**src/aual_pkg.sv**
```systemverilog
// package for the analog unit alarm/status block
// assumes a single module clock and a restart pulse from the host side
package aual_pkg;
  // word block placement
  localparam int unsigned BASE_WORD = 2000;
  localparam int unsigned UNIT_STRIDE = 10;
  localparam logic [3:0] ALARM_WORD_OFS = 4'h9;
  localparam logic [3:0] CTRL_WORD_OFS = 4'h1;
  localparam logic [3:0] MON_WORD_OFS = 4'h8;
  // alarm status word bit positions
  localparam int OUT_ERR_LSB = 0;
  localparam int WIRE_ERR_LSB = 4;
  localparam int RATIO_USE_BIT = 8;
  localparam int RATIO_VAL_BIT = 9;
  localparam int HOLD_SEL_BIT = 10;
  localparam int AVG_SEL_BIT = 11;
  localparam int ADJ_RANGE_BIT = 12;
  localparam int ADJ_CHAN_BIT = 13;
  localparam int NV_FAIL_BIT = 14;
  localparam int ADJ_MODE_BIT = 15;
  localparam logic [3:0] COMMIT_BIT = 4'h4;
  // setting limits
  localparam logic [15:0] HOLD_SEL_MAX = 16'h0002;
  localparam logic [15:0] AVG_SEL_MAX = 16'h0006;
  localparam logic [15:0] ZERO_DATA = 16'h0000;
  localparam logic [15:0] STATUS_RST = 16'h0000;
  // adjust indicator blink half period
  localparam int unsigned BLINK_MS = 250;
  localparam int unsigned CLK_MHZ = 200;
  localparam int unsigned BLINK_CYC = BLINK_MS * 1000 * CLK_MHZ;
  // input range codes
  typedef enum logic [1:0] {AUAL_RNG_10V, AUAL_RNG_PM10V, AUAL_RNG_1_5V, AUAL_RNG_0_5V} aual_rng_e;
  // initial settings carried together
  typedef struct packed {
    logic [15:0] ratio_val;
    logic [15:0] hold_sel;
    logic [15:0] avg_sel;
    logic ratio_use;
    logic ratio_chan_used;
  } aual_setup_s;
  // adjustment request carried together
  typedef struct packed {
    logic [7:0] chan;
    logic chan_enabled;
    logic in_window;
    logic nv_fail;
  } aual_adj_s;
endpackage : aual_pkg

```
**src/aual_status.sv**
```systemverilog
// alarm status word and front panel indicators of an analog I/O unit
// assumes settings are static between restarts and inputs are synchronous to MCLK
`timescale 1ns/1ps
`default_nettype none

// Function
// - run lamp on in normal operation, off once host data exchange stops
// - unit alarm lamp on for any alarm or bad initial setting; during host monitor/run in adjust only a setup fault lights it
// - adjust lamp flashes in adjustment mode only
// - host fault lamp on for host exchange fault, off otherwise
// - alarms light unit alarm lamp and set flags in bits 00-14
// - normal-operation alarm flags clear themselves when the condition goes
// - bits 00-03 flag out-of-range output; output takes hold-setting value
// - bits 04-07 flag broken input wire; conversion result forced to 0000
// - broken wire checked only for 1-5 V / 4-20 mA inputs
// - failed nonvolatile write sets bit 14, output held; host retoggles commit
// - bit 15 stays set while adjustment mode is active
// - input outside adjust window sets bit 12, change refused, live data shown
// - bad or disabled adjust channel sets bit 13, nothing changes
// - host monitor/run during adjust shows bit 15 alone, freezes I/O
// - setup faults light alarm, run dark, clear only on restart after fix
// - ratio function naming unused channel sets bit 08, data 0000
// - ratio value not BCD 0-9999 sets bit 09, unconverted
// - hold selection above 0002 sets bit 10, unconverted
// - averaging code above 0006 sets bit 11, unconverted
// - word block at 2000 plus ten times unit; status at plus 9
module aual_status #(
  parameter int unsigned BLINK_CYCLES = aual_pkg::BLINK_CYC,
  parameter int unsigned N_IN = 4,
  parameter int unsigned N_OUT = 4
) (
  input wire logic MCLK,
  input wire logic RST_B,
  input wire logic RESTART,
  input wire logic [6:0] UNIT_NUM,
  input wire logic HOST_OK,
  input wire logic HOST_FAULT,
  input wire logic ADJ_SWITCH,
  input wire logic HOST_PROG_MODE,
  input wire logic [N_IN*2-1:0] IN_RANGE,
  input wire logic [N_IN-1:0] IN_WIRE_OPEN,
  input wire logic [N_IN*16-1:0] IN_DATA,
  input wire logic [N_OUT-1:0] OUT_OVER,
  input wire logic [N_OUT*16-1:0] OUT_SET,
  input wire logic [N_OUT*16-1:0] OUT_HOLD_VAL,
  input wire aual_pkg::aual_setup_s SETUP,
  input wire aual_pkg::aual_adj_s ADJ_REQ,
  input wire logic ADJ_APPLY,
  input wire logic [15:0] ADJ_LIVE,
  input wire logic [13:0] RD_WORD,
  output logic [15:0] RD_DATA,
  output logic [15:0] STATUS_WORD,
  output logic [15:0] MON_WORD,
  output logic [N_IN*16-1:0] CONV_OUT,
  output logic [N_OUT*16-1:0] ANA_OUT,
  output logic ADJ_ACCEPT,
  output logic RUN_LED,
  output logic UNIT_ALARM_LED,
  output logic TRIM_MODE_LED,
  output logic HOST_FAULT_LED
);

  // ==========================================
  // condition decode
  logic [N_IN-1:0] wire_err;
  logic [N_OUT-1:0] out_err;
  logic adj_mode;
  logic plc_err;
  logic bcd_ok;
  logic [3:0] setup_err;
  logic chan_ok;
  logic [13:0] base_word;

  // per-input broken wire, only in the live-zero range
  for (genvar i = 0; i < N_IN; i++) begin : g_wire
    assign wire_err[i] = IN_WIRE_OPEN[i] && (IN_RANGE[i*2 +: 2] == aual_pkg::AUAL_RNG_1_5V);
  end
  assign out_err = OUT_OVER;
  assign adj_mode = ADJ_SWITCH;
  assign plc_err = adj_mode && HOST_PROG_MODE;
  assign bcd_ok = (SETUP.ratio_val[3:0] < 4'hA) && (SETUP.ratio_val[7:4] < 4'hA)
    && (SETUP.ratio_val[11:8] < 4'hA) && (SETUP.ratio_val[15:12] < 4'hA);
  assign chan_ok = ADJ_REQ.chan_enabled && (((ADJ_REQ.chan >= 8'h11) && (ADJ_REQ.chan <= 8'h14))
    || ((ADJ_REQ.chan >= 8'h21) && (ADJ_REQ.chan <= 8'h24)));
  assign base_word = 14'(aual_pkg::BASE_WORD + aual_pkg::UNIT_STRIDE * UNIT_NUM);
  always_comb begin
    setup_err = 4'h0;
    setup_err[0] = SETUP.ratio_use && !SETUP.ratio_chan_used;
    setup_err[1] = SETUP.ratio_use && !bcd_ok;
    setup_err[2] = SETUP.hold_sel > aual_pkg::HOLD_SEL_MAX;
    setup_err[3] = SETUP.avg_sel > aual_pkg::AVG_SEL_MAX;
  end

  // ==========================================
  // sticky flags: setup faults latch until restart, nv fail until commit retry or adjust mode exit
  logic [3:0] setup_flag;
  logic [3:0] next_setup_flag;
  logic nv_flag;
  logic next_nv_flag;
  logic [1:0] adj_flag;
  logic [1:0] next_adj_flag;
  logic setup_bad;
  logic next_setup_bad;

  // setup flags: a restart clears, but a standing cause sets again (set wins)
  always_comb begin
    next_setup_flag = RESTART ? 4'h0 : setup_flag;
    next_setup_flag = next_setup_flag | setup_err[3:0];
    next_setup_bad = |next_setup_flag;
    // nv write failure held until the host toggles commit again or adjustment mode ends
    next_nv_flag = nv_flag;
    if (!adj_mode || ADJ_APPLY) begin
      next_nv_flag = 1'b0;
    end
    if (adj_mode && ADJ_REQ.nv_fail) begin
      next_nv_flag = 1'b1;
    end
    // adjust range/channel errors follow the current request
    next_adj_flag = 2'h0;
    next_adj_flag[0] = adj_mode && !plc_err && !ADJ_REQ.in_window;
    next_adj_flag[1] = adj_mode && !plc_err && !chan_ok;
  end

  always_ff @(posedge MCLK or negedge RST_B) begin
    if (!RST_B) begin
      setup_flag <= 4'h0;
      nv_flag <= 1'b0;
      adj_flag <= 2'h0;
      setup_bad <= 1'b0;
    end else begin
      setup_flag <= next_setup_flag;
      nv_flag <= next_nv_flag;
      adj_flag <= next_adj_flag;
      setup_bad <= next_setup_bad;
    end
  end

  // ==========================================
  // status word, data paths and indicators
  logic [15:0] next_status;
  logic [15:0] next_rd;
  logic [15:0] next_mon;
  logic [N_IN*16-1:0] next_conv;
  logic [N_OUT*16-1:0] next_ana;
  logic next_accept;
  logic [31:0] blink_cnt;
  logic [31:0] next_blink_cnt;
  logic blink;
  logic next_blink;
  logic next_run;
  logic next_alarm;
  logic next_trim;
  logic next_host;

  always_comb begin
    next_status = aual_pkg::STATUS_RST;
    if (plc_err) begin
      next_status[aual_pkg::ADJ_MODE_BIT] = 1'b1;
    end else begin
      // output/wire flags drop with their cause; setup and nv flags come from the sticky registers
      next_status[aual_pkg::OUT_ERR_LSB +: 4] = out_err[3:0];
      next_status[aual_pkg::WIRE_ERR_LSB +: 4] = wire_err[3:0];
      next_status[aual_pkg::RATIO_USE_BIT] = setup_flag[0];
      next_status[aual_pkg::RATIO_VAL_BIT] = setup_flag[1];
      next_status[aual_pkg::HOLD_SEL_BIT] = setup_flag[2];
      next_status[aual_pkg::AVG_SEL_BIT] = setup_flag[3];
      next_status[aual_pkg::ADJ_RANGE_BIT] = adj_flag[0];
      next_status[aual_pkg::ADJ_CHAN_BIT] = adj_flag[1];
      next_status[aual_pkg::NV_FAIL_BIT] = nv_flag;
      next_status[aual_pkg::ADJ_MODE_BIT] = adj_mode;
    end
    next_rd = (RD_WORD == base_word + 14'(aual_pkg::ALARM_WORD_OFS)) ? STATUS_WORD
      : (RD_WORD == base_word + 14'(aual_pkg::MON_WORD_OFS)) ? MON_WORD : 16'h0000;
    // conversion: frozen on plc error, 0000 on setup fault or broken wire
    next_conv = CONV_OUT;
    next_ana = ANA_OUT;
    for (int i = 0; i < N_IN; i++) begin
      if (!plc_err) begin
        next_conv[i*16 +: 16] = (setup_bad || wire_err[i]) ? aual_pkg::ZERO_DATA
          : IN_DATA[i*16 +: 16];
      end
    end
    for (int i = 0; i < N_OUT; i++) begin
      if (plc_err || nv_flag) begin
        next_ana[i*16 +: 16] = ANA_OUT[i*16 +: 16];
      end else if (setup_bad) begin
        next_ana[i*16 +: 16] = aual_pkg::ZERO_DATA;
      end else if (out_err[i]) begin
        next_ana[i*16 +: 16] = OUT_HOLD_VAL[i*16 +: 16];
      end else begin
        next_ana[i*16 +: 16] = OUT_SET[i*16 +: 16];
      end
    end
    // adjustment acceptance and monitor word
    next_accept = ADJ_APPLY && adj_mode && !plc_err && chan_ok && ADJ_REQ.in_window;
    next_mon = MON_WORD;
    if (adj_mode && !plc_err && chan_ok) begin
      next_mon = ADJ_LIVE;
    end
    // blink counter for the adjust lamp
    next_blink_cnt = blink_cnt + 32'h1;
    next_blink = blink;
    if (!adj_mode) begin
      next_blink_cnt = 32'h0;
      next_blink = 1'b1;
    end else if (blink_cnt >= BLINK_CYCLES - 1) begin
      next_blink_cnt = 32'h0;
      next_blink = !blink;
    end
    next_trim = adj_mode && blink;
    next_run = HOST_OK && !setup_bad && !plc_err;
    next_alarm = |next_status[7:0] || |next_status[14:8] || setup_bad;
    next_host = HOST_FAULT;
  end

  always_ff @(posedge MCLK or negedge RST_B) begin
    if (!RST_B) begin
      STATUS_WORD <= aual_pkg::STATUS_RST;
      RD_DATA <= 16'h0000;
      MON_WORD <= 16'h0000;
      CONV_OUT <= '0;
      ANA_OUT <= '0;
      ADJ_ACCEPT <= 1'b0;
      blink_cnt <= 32'h0;
      blink <= 1'b1;
      RUN_LED <= 1'b0;
      UNIT_ALARM_LED <= 1'b0;
      TRIM_MODE_LED <= 1'b0;
      HOST_FAULT_LED <= 1'b0;
    end else begin
      STATUS_WORD <= next_status;
      RD_DATA <= next_rd;
      MON_WORD <= next_mon;
      CONV_OUT <= next_conv;
      ANA_OUT <= next_ana;
      ADJ_ACCEPT <= next_accept;
      blink_cnt <= next_blink_cnt;
      blink <= next_blink;
      RUN_LED <= next_run;
      UNIT_ALARM_LED <= next_alarm;
      TRIM_MODE_LED <= next_trim;
      HOST_FAULT_LED <= next_host;
    end
  end

  // ==========================================
  // assertions
  // lamps follow their causes one cycle later
  a_run_lamp: assert property (@(posedge MCLK) disable iff (!RST_B)
    !HOST_OK |=> !RUN_LED)
    else $error("run lamp lit without host exchange");
  a_alarm_wire: assert property (@(posedge MCLK) disable iff (!RST_B)
    !plc_err && (|wire_err) |=> UNIT_ALARM_LED)
    else $error("alarm lamp dark with broken wire");
  a_alarm_dark: assert property (@(posedge MCLK) disable iff (!RST_B)
    !(|out_err) && !(|wire_err) && !setup_bad && !nv_flag && adj_flag == 2'h0
    |=> !UNIT_ALARM_LED)
    else $error("alarm lamp lit with no alarm");
  a_host_on: assert property (@(posedge MCLK) disable iff (!RST_B)
    HOST_FAULT |=> HOST_FAULT_LED)
    else $error("host fault lamp dark on fault");
  a_host_off: assert property (@(posedge MCLK) disable iff (!RST_B)
    !HOST_FAULT |=> !HOST_FAULT_LED)
    else $error("host fault lamp lit without fault");
  a_trim_dark: assert property (@(posedge MCLK) disable iff (!RST_B)
    !adj_mode |=> !TRIM_MODE_LED)
    else $error("adjust lamp lit outside adjust");
  a_run_dark: assert property (@(posedge MCLK) disable iff (!RST_B)
    setup_bad |=> !RUN_LED && UNIT_ALARM_LED)
    else $error("setup fault lamps wrong");
  // live flags: set and dropped with their cause
  a_wire_flag: assert property (@(posedge MCLK) disable iff (!RST_B)
    !plc_err && wire_err[0] |=> STATUS_WORD[4] && CONV_OUT[15:0] == 16'h0000)
    else $error("broken wire not flagged or data not zero");
  a_wire_range: assert property (@(posedge MCLK) disable iff (!RST_B)
    IN_RANGE[1:0] != 2'h2 |=> !STATUS_WORD[4])
    else $error("wire check in wrong range");
  a_out_hold: assert property (@(posedge MCLK) disable iff (!RST_B)
    out_err[0] && !plc_err && !nv_flag && !setup_bad
    |=> ANA_OUT[15:0] == $past(OUT_HOLD_VAL[15:0]))
    else $error("output not at hold value");
  a_self_clear: assert property (@(posedge MCLK) disable iff (!RST_B)
    $fell(OUT_OVER[0]) |=> !STATUS_WORD[0])
    else $error("output flag not cleared");
  a_multi_flags: assert property (@(posedge MCLK) disable iff (!RST_B)
    !plc_err && out_err[0] && wire_err[1] |=> STATUS_WORD[0] && STATUS_WORD[5])
    else $error("independent flags not both set");
  // latched setup flags: two cycles through the flag register
  a_setup_sticky: assert property (@(posedge MCLK) disable iff (!RST_B)
    setup_flag[2] && !RESTART |=> setup_flag[2])
    else $error("setup flag cleared without restart");
  a_ratio_use: assert property (@(posedge MCLK) disable iff (!RST_B)
    SETUP.ratio_use && !SETUP.ratio_chan_used ##1 !plc_err |=> STATUS_WORD[8])
    else $error("ratio channel error missed");
  a_ratio_bcd: assert property (@(posedge MCLK) disable iff (!RST_B)
    SETUP.ratio_use && (SETUP.ratio_val[11:8] > 4'h9) ##1 !plc_err |=> STATUS_WORD[9])
    else $error("ratio value error missed");
  a_hold_code: assert property (@(posedge MCLK) disable iff (!RST_B)
    SETUP.hold_sel > 16'h0002 |=> ##1 (STATUS_WORD[10] || $past(plc_err)))
    else $error("hold code error missed");
  a_avg_code: assert property (@(posedge MCLK) disable iff (!RST_B)
    SETUP.avg_sel > 16'h0006 ##1 !plc_err |=> STATUS_WORD[11])
    else $error("averaging code error missed");
  a_setup_zero: assert property (@(posedge MCLK) disable iff (!RST_B)
    setup_bad && !plc_err |=> CONV_OUT == '0)
    else $error("conversion not zero on setup fault");
  // adjustment mode flags and data
  a_adj_mode: assert property (@(posedge MCLK) disable iff (!RST_B)
    adj_mode |=> STATUS_WORD[15])
    else $error("adjust mode flag missing");
  a_adj_window: assert property (@(posedge MCLK) disable iff (!RST_B)
    adj_mode && !plc_err && !ADJ_REQ.in_window ##1 !plc_err
    |=> STATUS_WORD[12] && UNIT_ALARM_LED)
    else $error("window alarm not shown");
  a_mon_live: assert property (@(posedge MCLK) disable iff (!RST_B)
    adj_mode && !plc_err && chan_ok |=> MON_WORD == $past(ADJ_LIVE))
    else $error("monitor word not live");
  a_chan_reject: assert property (@(posedge MCLK) disable iff (!RST_B)
    !chan_ok |=> !ADJ_ACCEPT)
    else $error("bad channel accepted");
  a_nv_hold: assert property (@(posedge MCLK) disable iff (!RST_B)
    nv_flag && !plc_err |=> STATUS_WORD[14] && $stable(ANA_OUT))
    else $error("write failure not held");
  a_plc_alone: assert property (@(posedge MCLK) disable iff (!RST_B)
    plc_err |=> STATUS_WORD == 16'h8000)
    else $error("plc error word wrong");
  a_plc_freeze: assert property (@(posedge MCLK) disable iff (!RST_B)
    plc_err |=> $stable(ANA_OUT) && $stable(CONV_OUT))
    else $error("data changed during plc error");
  a_read_status: assert property (@(posedge MCLK) disable iff (!RST_B)
    RD_WORD == 14'(aual_pkg::BASE_WORD + aual_pkg::UNIT_STRIDE * UNIT_NUM + aual_pkg::ALARM_WORD_OFS)
    |=> RD_DATA == $past(STATUS_WORD))
    else $error("status word read wrong");
  // scenario covers
  c_wire: cover property (@(posedge MCLK) disable iff (!RST_B) STATUS_WORD[4]);
  c_nv_fail: cover property (@(posedge MCLK) disable iff (!RST_B) STATUS_WORD[14]);
  c_setup: cover property (@(posedge MCLK) disable iff (!RST_B) setup_bad ##1 RESTART);
  c_plc: cover property (@(posedge MCLK) disable iff (!RST_B) STATUS_WORD == 16'h8000);
  c_accept: cover property (@(posedge MCLK) disable iff (!RST_B) ADJ_ACCEPT);

endmodule : aual_status

`default_nettype wire

```
**config.mk**
```make
export PLATFORM = sky130hd
export DESIGN_NAME = aual_status
export DESIGN_NICKNAME = d
export VERILOG_FILES = /design/src/aual_pkg.sv /design/src/aual_status.sv
export SDC_FILE = /design/constraint.sdc
export NUM_CORES = 1
export LEC_CHECK = 0
export BUFFER_PORTS_ARGS = -buffer_cell sky130_fd_sc_hd__buf_2
export CORE_AREA = 2 2 193 195
export CTS_CLUSTER_DIAMETER = 60
export DETAILED_ROUTE_END_ITERATION = 10
export DIE_AREA = 0 0 195 197
export GPL_ROUTABILITY_DRIVEN = 0
export PLACE_DENSITY = 0.54
export SYNTH_ARGS = -nofsm -noshare
export SYNTH_HDL_FRONTEND = slang
export SYNTH_SLANG_ARGS = --single-unit
```
**constraint.sdc**
```tcl
create_clock -name MCLK -period 1.95 [get_ports MCLK]
set_clock_uncertainty 0.1 [all_clocks]
set_input_delay 0.39 -clock MCLK [delete_from_list [all_inputs] [get_ports MCLK]]
set_output_delay 0.39 -clock MCLK [all_outputs]
set_load 0.02 [all_outputs]
```
==> impl_results.md <==
- CP dominant cell by count: ha_4
- R2R Setup Slk: -0.14 ns
- Fmax: 379.4 MHz
- Layout cells sized above 1: 0.4793
- Starting density of the core: 0.2758
- Core area: 36,260 sq um
- WL per Instance: 18.70 um
- Cell count after synthesis: 851
- Hold Path Class: in -> reg
- CP max stage delay: 0.60 ns
- Reg2Reg Depth: 7
- DRC: 0
- CTS clk-pin slew, worst paths: 0.06 ns
- Finished Core Util: 0.4415
- Largest net degree at the start of global routing: 66
- Final nets: 1,833
- Clock sinks: 222
- Main synth FF type: dfrtp_1
- Max-cap violations: 0
- Vias per inst: 4.637
- H-tree depth reported by CTS: 1
- Area Overhead vs Synth: 60.08%
- Via count of the first global-routing pass: 9,600
- Grt met3 use: 0.03611
- DRT Pass-1 Iters: 5
- Worst Path Arrival: 3.01 ns
- RSZ-0062 raised after global routing: yes
- Leakage power: 8.147 nW
- Cells after DPL: 1,846
- Row cnt: 70
- Via count: 9,246
- Final Critical Period: 2.636 ns
- VDD IR max: 0.5835 mV
- Detail Placement HPWL: 28,260 um
- Crit path cell chain: buf_8 -> ha_4 -> ha_4 -> fa_2 -> a21oi_2 -> buf_4 -> nor3_1 -> o211ai_1 -> o22a_1 -> o21a_4 -> a211oi_2
- Met1 usage: 0.2454
- Die width: 195 um
- Status: finished with violations
- Min Hold Slack: 0.04152 ns
- Final setup vio count: 43
- Non-filler instance count after layout: 1,994
- Clk buf depth: 3
- Synth Area per Inst: 11.75 sq um
- I/O pins: 495
- Startpoint Class: input pin
- GRT overflow: 0
- Root Buffer: clkbuf_16
- Routing usage on met2: 0.3184
- Fin. Hold Viols: 0
- Register bit total from synthesis: 222
- Mapped Area: 10,000 sq um
- First-pass GRT wire length: 56,080 um
- Slowest cell on crit path: fa_2
- Setup ws final: -0.6858 ns
- Hold Path Depth: 3
- Port buffer count: 490
- Routed Antenna Nets: 0
- Tot GR Track Use: 0.1866
- Seq/Total Area, Yosys: 0.5556
- GR peak layer: met2
- Worst Setup End Kind: flop
- Initial antenna violation count: 1
- Post-synth EDFFs: 0
- CTS tree: done
- Final Cycle Share: 1.352
- WS Path Type: in -> reg
- Die Height: 197 um
- Violated checks: setup timing
- CP Max Fanout: 8
- Synthesis warning total: 0
- CP required: 2.32 ns
- Pins Over Slew Limit: 0
- DR iter-0 viols: 326
- Setup TNS: -13.64 ns
- Clock latency on the worst-skew pair: 0.56 ns
- Post-synthesis async set-or-reset flop share: 1.000
- Num CTS Buffers: 28
- Power Total: 11.59 mW
- Pwr/cell area: 724.0 nW/um^2
- Final WL: 37,290 um
- Yosys cell types: 64
- Total Die Area: 38,420 sq um
## cells in the final DEF (no fill, tap or decap), types with 22 or more instances in the layout
cell type	n
dfrtp_1	220
nor2_1	25
dlygate4sd3_1	88
buf_2	487
nor2_4	22
o31ai_1	64
a22o_1	64
clkbuf_16	28
buf_4	74
mux2i_1	81
nand2_1	83
## registers in the layout, summed over array words and instances, names as in the netlist
signal          cells
CONV_OUT           64
RD_DATA            16
ANA_OUT            64
blink_cnt          32
HOST_FAULT_LED      1
UNIT_ALARM_LED      1
TRIM_MODE_LED       1
ADJ_ACCEPT          1
MON_WORD           16
RUN_LED             1
setup_flag          4
setup_bad           1
blink               1
STATUS_WORD        16
adj_flag            2
nv_flag             1
## path summary, 6_finish.rpt
check | to | start
max in group asynchronous | ANA_OUT[59]$_DFFE_PN0N_ | RST_B
setup / recovery | RD_DATA[7]$_DFF_PN0_ | UNIT_NUM[1]
min in group asynchronous | CONV_OUT[8]$_DFFE_PN0N_ | RST_B
setup reg to reg | blink$_DFFE_PN1P_ | blink_cnt[8]$_DFF_PN0_
hold reg to reg | blink$_DFFE_PN1P_ | blink$_DFFE_PN1P_
hold / removal | setup_flag[3]$_DFF_PN0_ | SETUP[10]
## final cells by class
| type | count | area (sq um) |
|---|---|---|
| clock inverter | 14 | 120.1 |
| antenna | 1 | 2.502 |
| tap | 468 | 585.6 |
| sequential | 222 | 5558 |
| timing repair buffer | 670 | 4257 |
| multi-input combinational | 574 | 4672 |
| inverter | 8 | 30.03 |
| fill | 3467 | 20250 |
| clock buffer | 37 | 784.5 |
## synthesized netlist by cell type (5+ instances only)
master    instances  area share
nand4_1          13      0.0081
dfrtp_1         221        0.55
buf_1             5      0.0019
ha_1             14       0.018
nand3_1          14      0.0070
nand2_1          85       0.032
mux2i_1          81       0.081
clkbuf_1         45       0.017
and2_1           14      0.0088
a21oi_1           6      0.0030
mux2_2           16       0.018
inv_1             8      0.0030
o21ai_0           5      0.0025
a211oi_2         11       0.014
nor4_1            9      0.0056
nor2b_1           5      0.0031
a211oi_1          6      0.0045
and3_1            6      0.0038
xor2_1           19       0.017
a22o_1           64       0.056
o31ai_1          64       0.048
nor2_1           52       0.020
nor3_1            9      0.0045
xnor2_1          21       0.018
## per-stage QoR
stage               setup WS [ns]  instance area, sq um
global route              -0.7607                 16010
finish                    -0.6858                 16010
detailed placement         -1.366                 13780
floorplan                  -1.104                 10140
CTS                       -0.6901                 15770
global placement           -1.323                 13780
## repair_timing
action	in CTS	in global routing
pin swaps	37	9
endpoints found under the hold margin	155	0
resized for setup	39	51
gates cloned	3	0
hold buffers	88	0
setup buffers	3	2
setup endpoints to repair	44	44
## power breakdown
group / internal [mW] / switching [mW]
clock: 2.96 / 2.05
combinational: 0.916 / 0.929
sequential: 4.68 / 0.0568
## worst max-delay path, delay by kind of cell
| kind | cells | cell delay [ns] |
|---|---|---|
| AO/OA/AOI/OAI | 5 | 1.13 |
| adder cells (fa/ha/maj) | 3 | 0.99 |
| AND/OR/NAND/NOR | 1 | 0.26 |
| buffers and inverters | 2 | 0.24 |
## kinds of logic (layout without fill, tap and decap cells)
logic type / after synthesis / count (layout) / share of synthesized area
adders and majority gates: 15 / 15 / 0.01952
buffers and inverters: 61 / 729 / 0.02390
and+or+nand+nor: 234 / 234 / 0.1161
xor gates and xnor gates: 42 / 42 / 0.03891
muxes: 97 / 97 / 0.09909
other: 1 / 7 / 0.0003750
AOI/OAI and AO/OA: 179 / 180 / 0.1465
DFF: 222 / 222 / 0.5556
## layer usage
| layer | part of all wire | vias to the layer above |
|---|---|---|
| li1 | - | 4410 |
| met5 | 0 | - |
| met2 | 0.50 | 340 |
| met1 | 0.42 | 4440 |
| met3 | 0.063 | 56 |
| met4 | 0.018 | 0 |
Power figures use the tool's default switching activity.
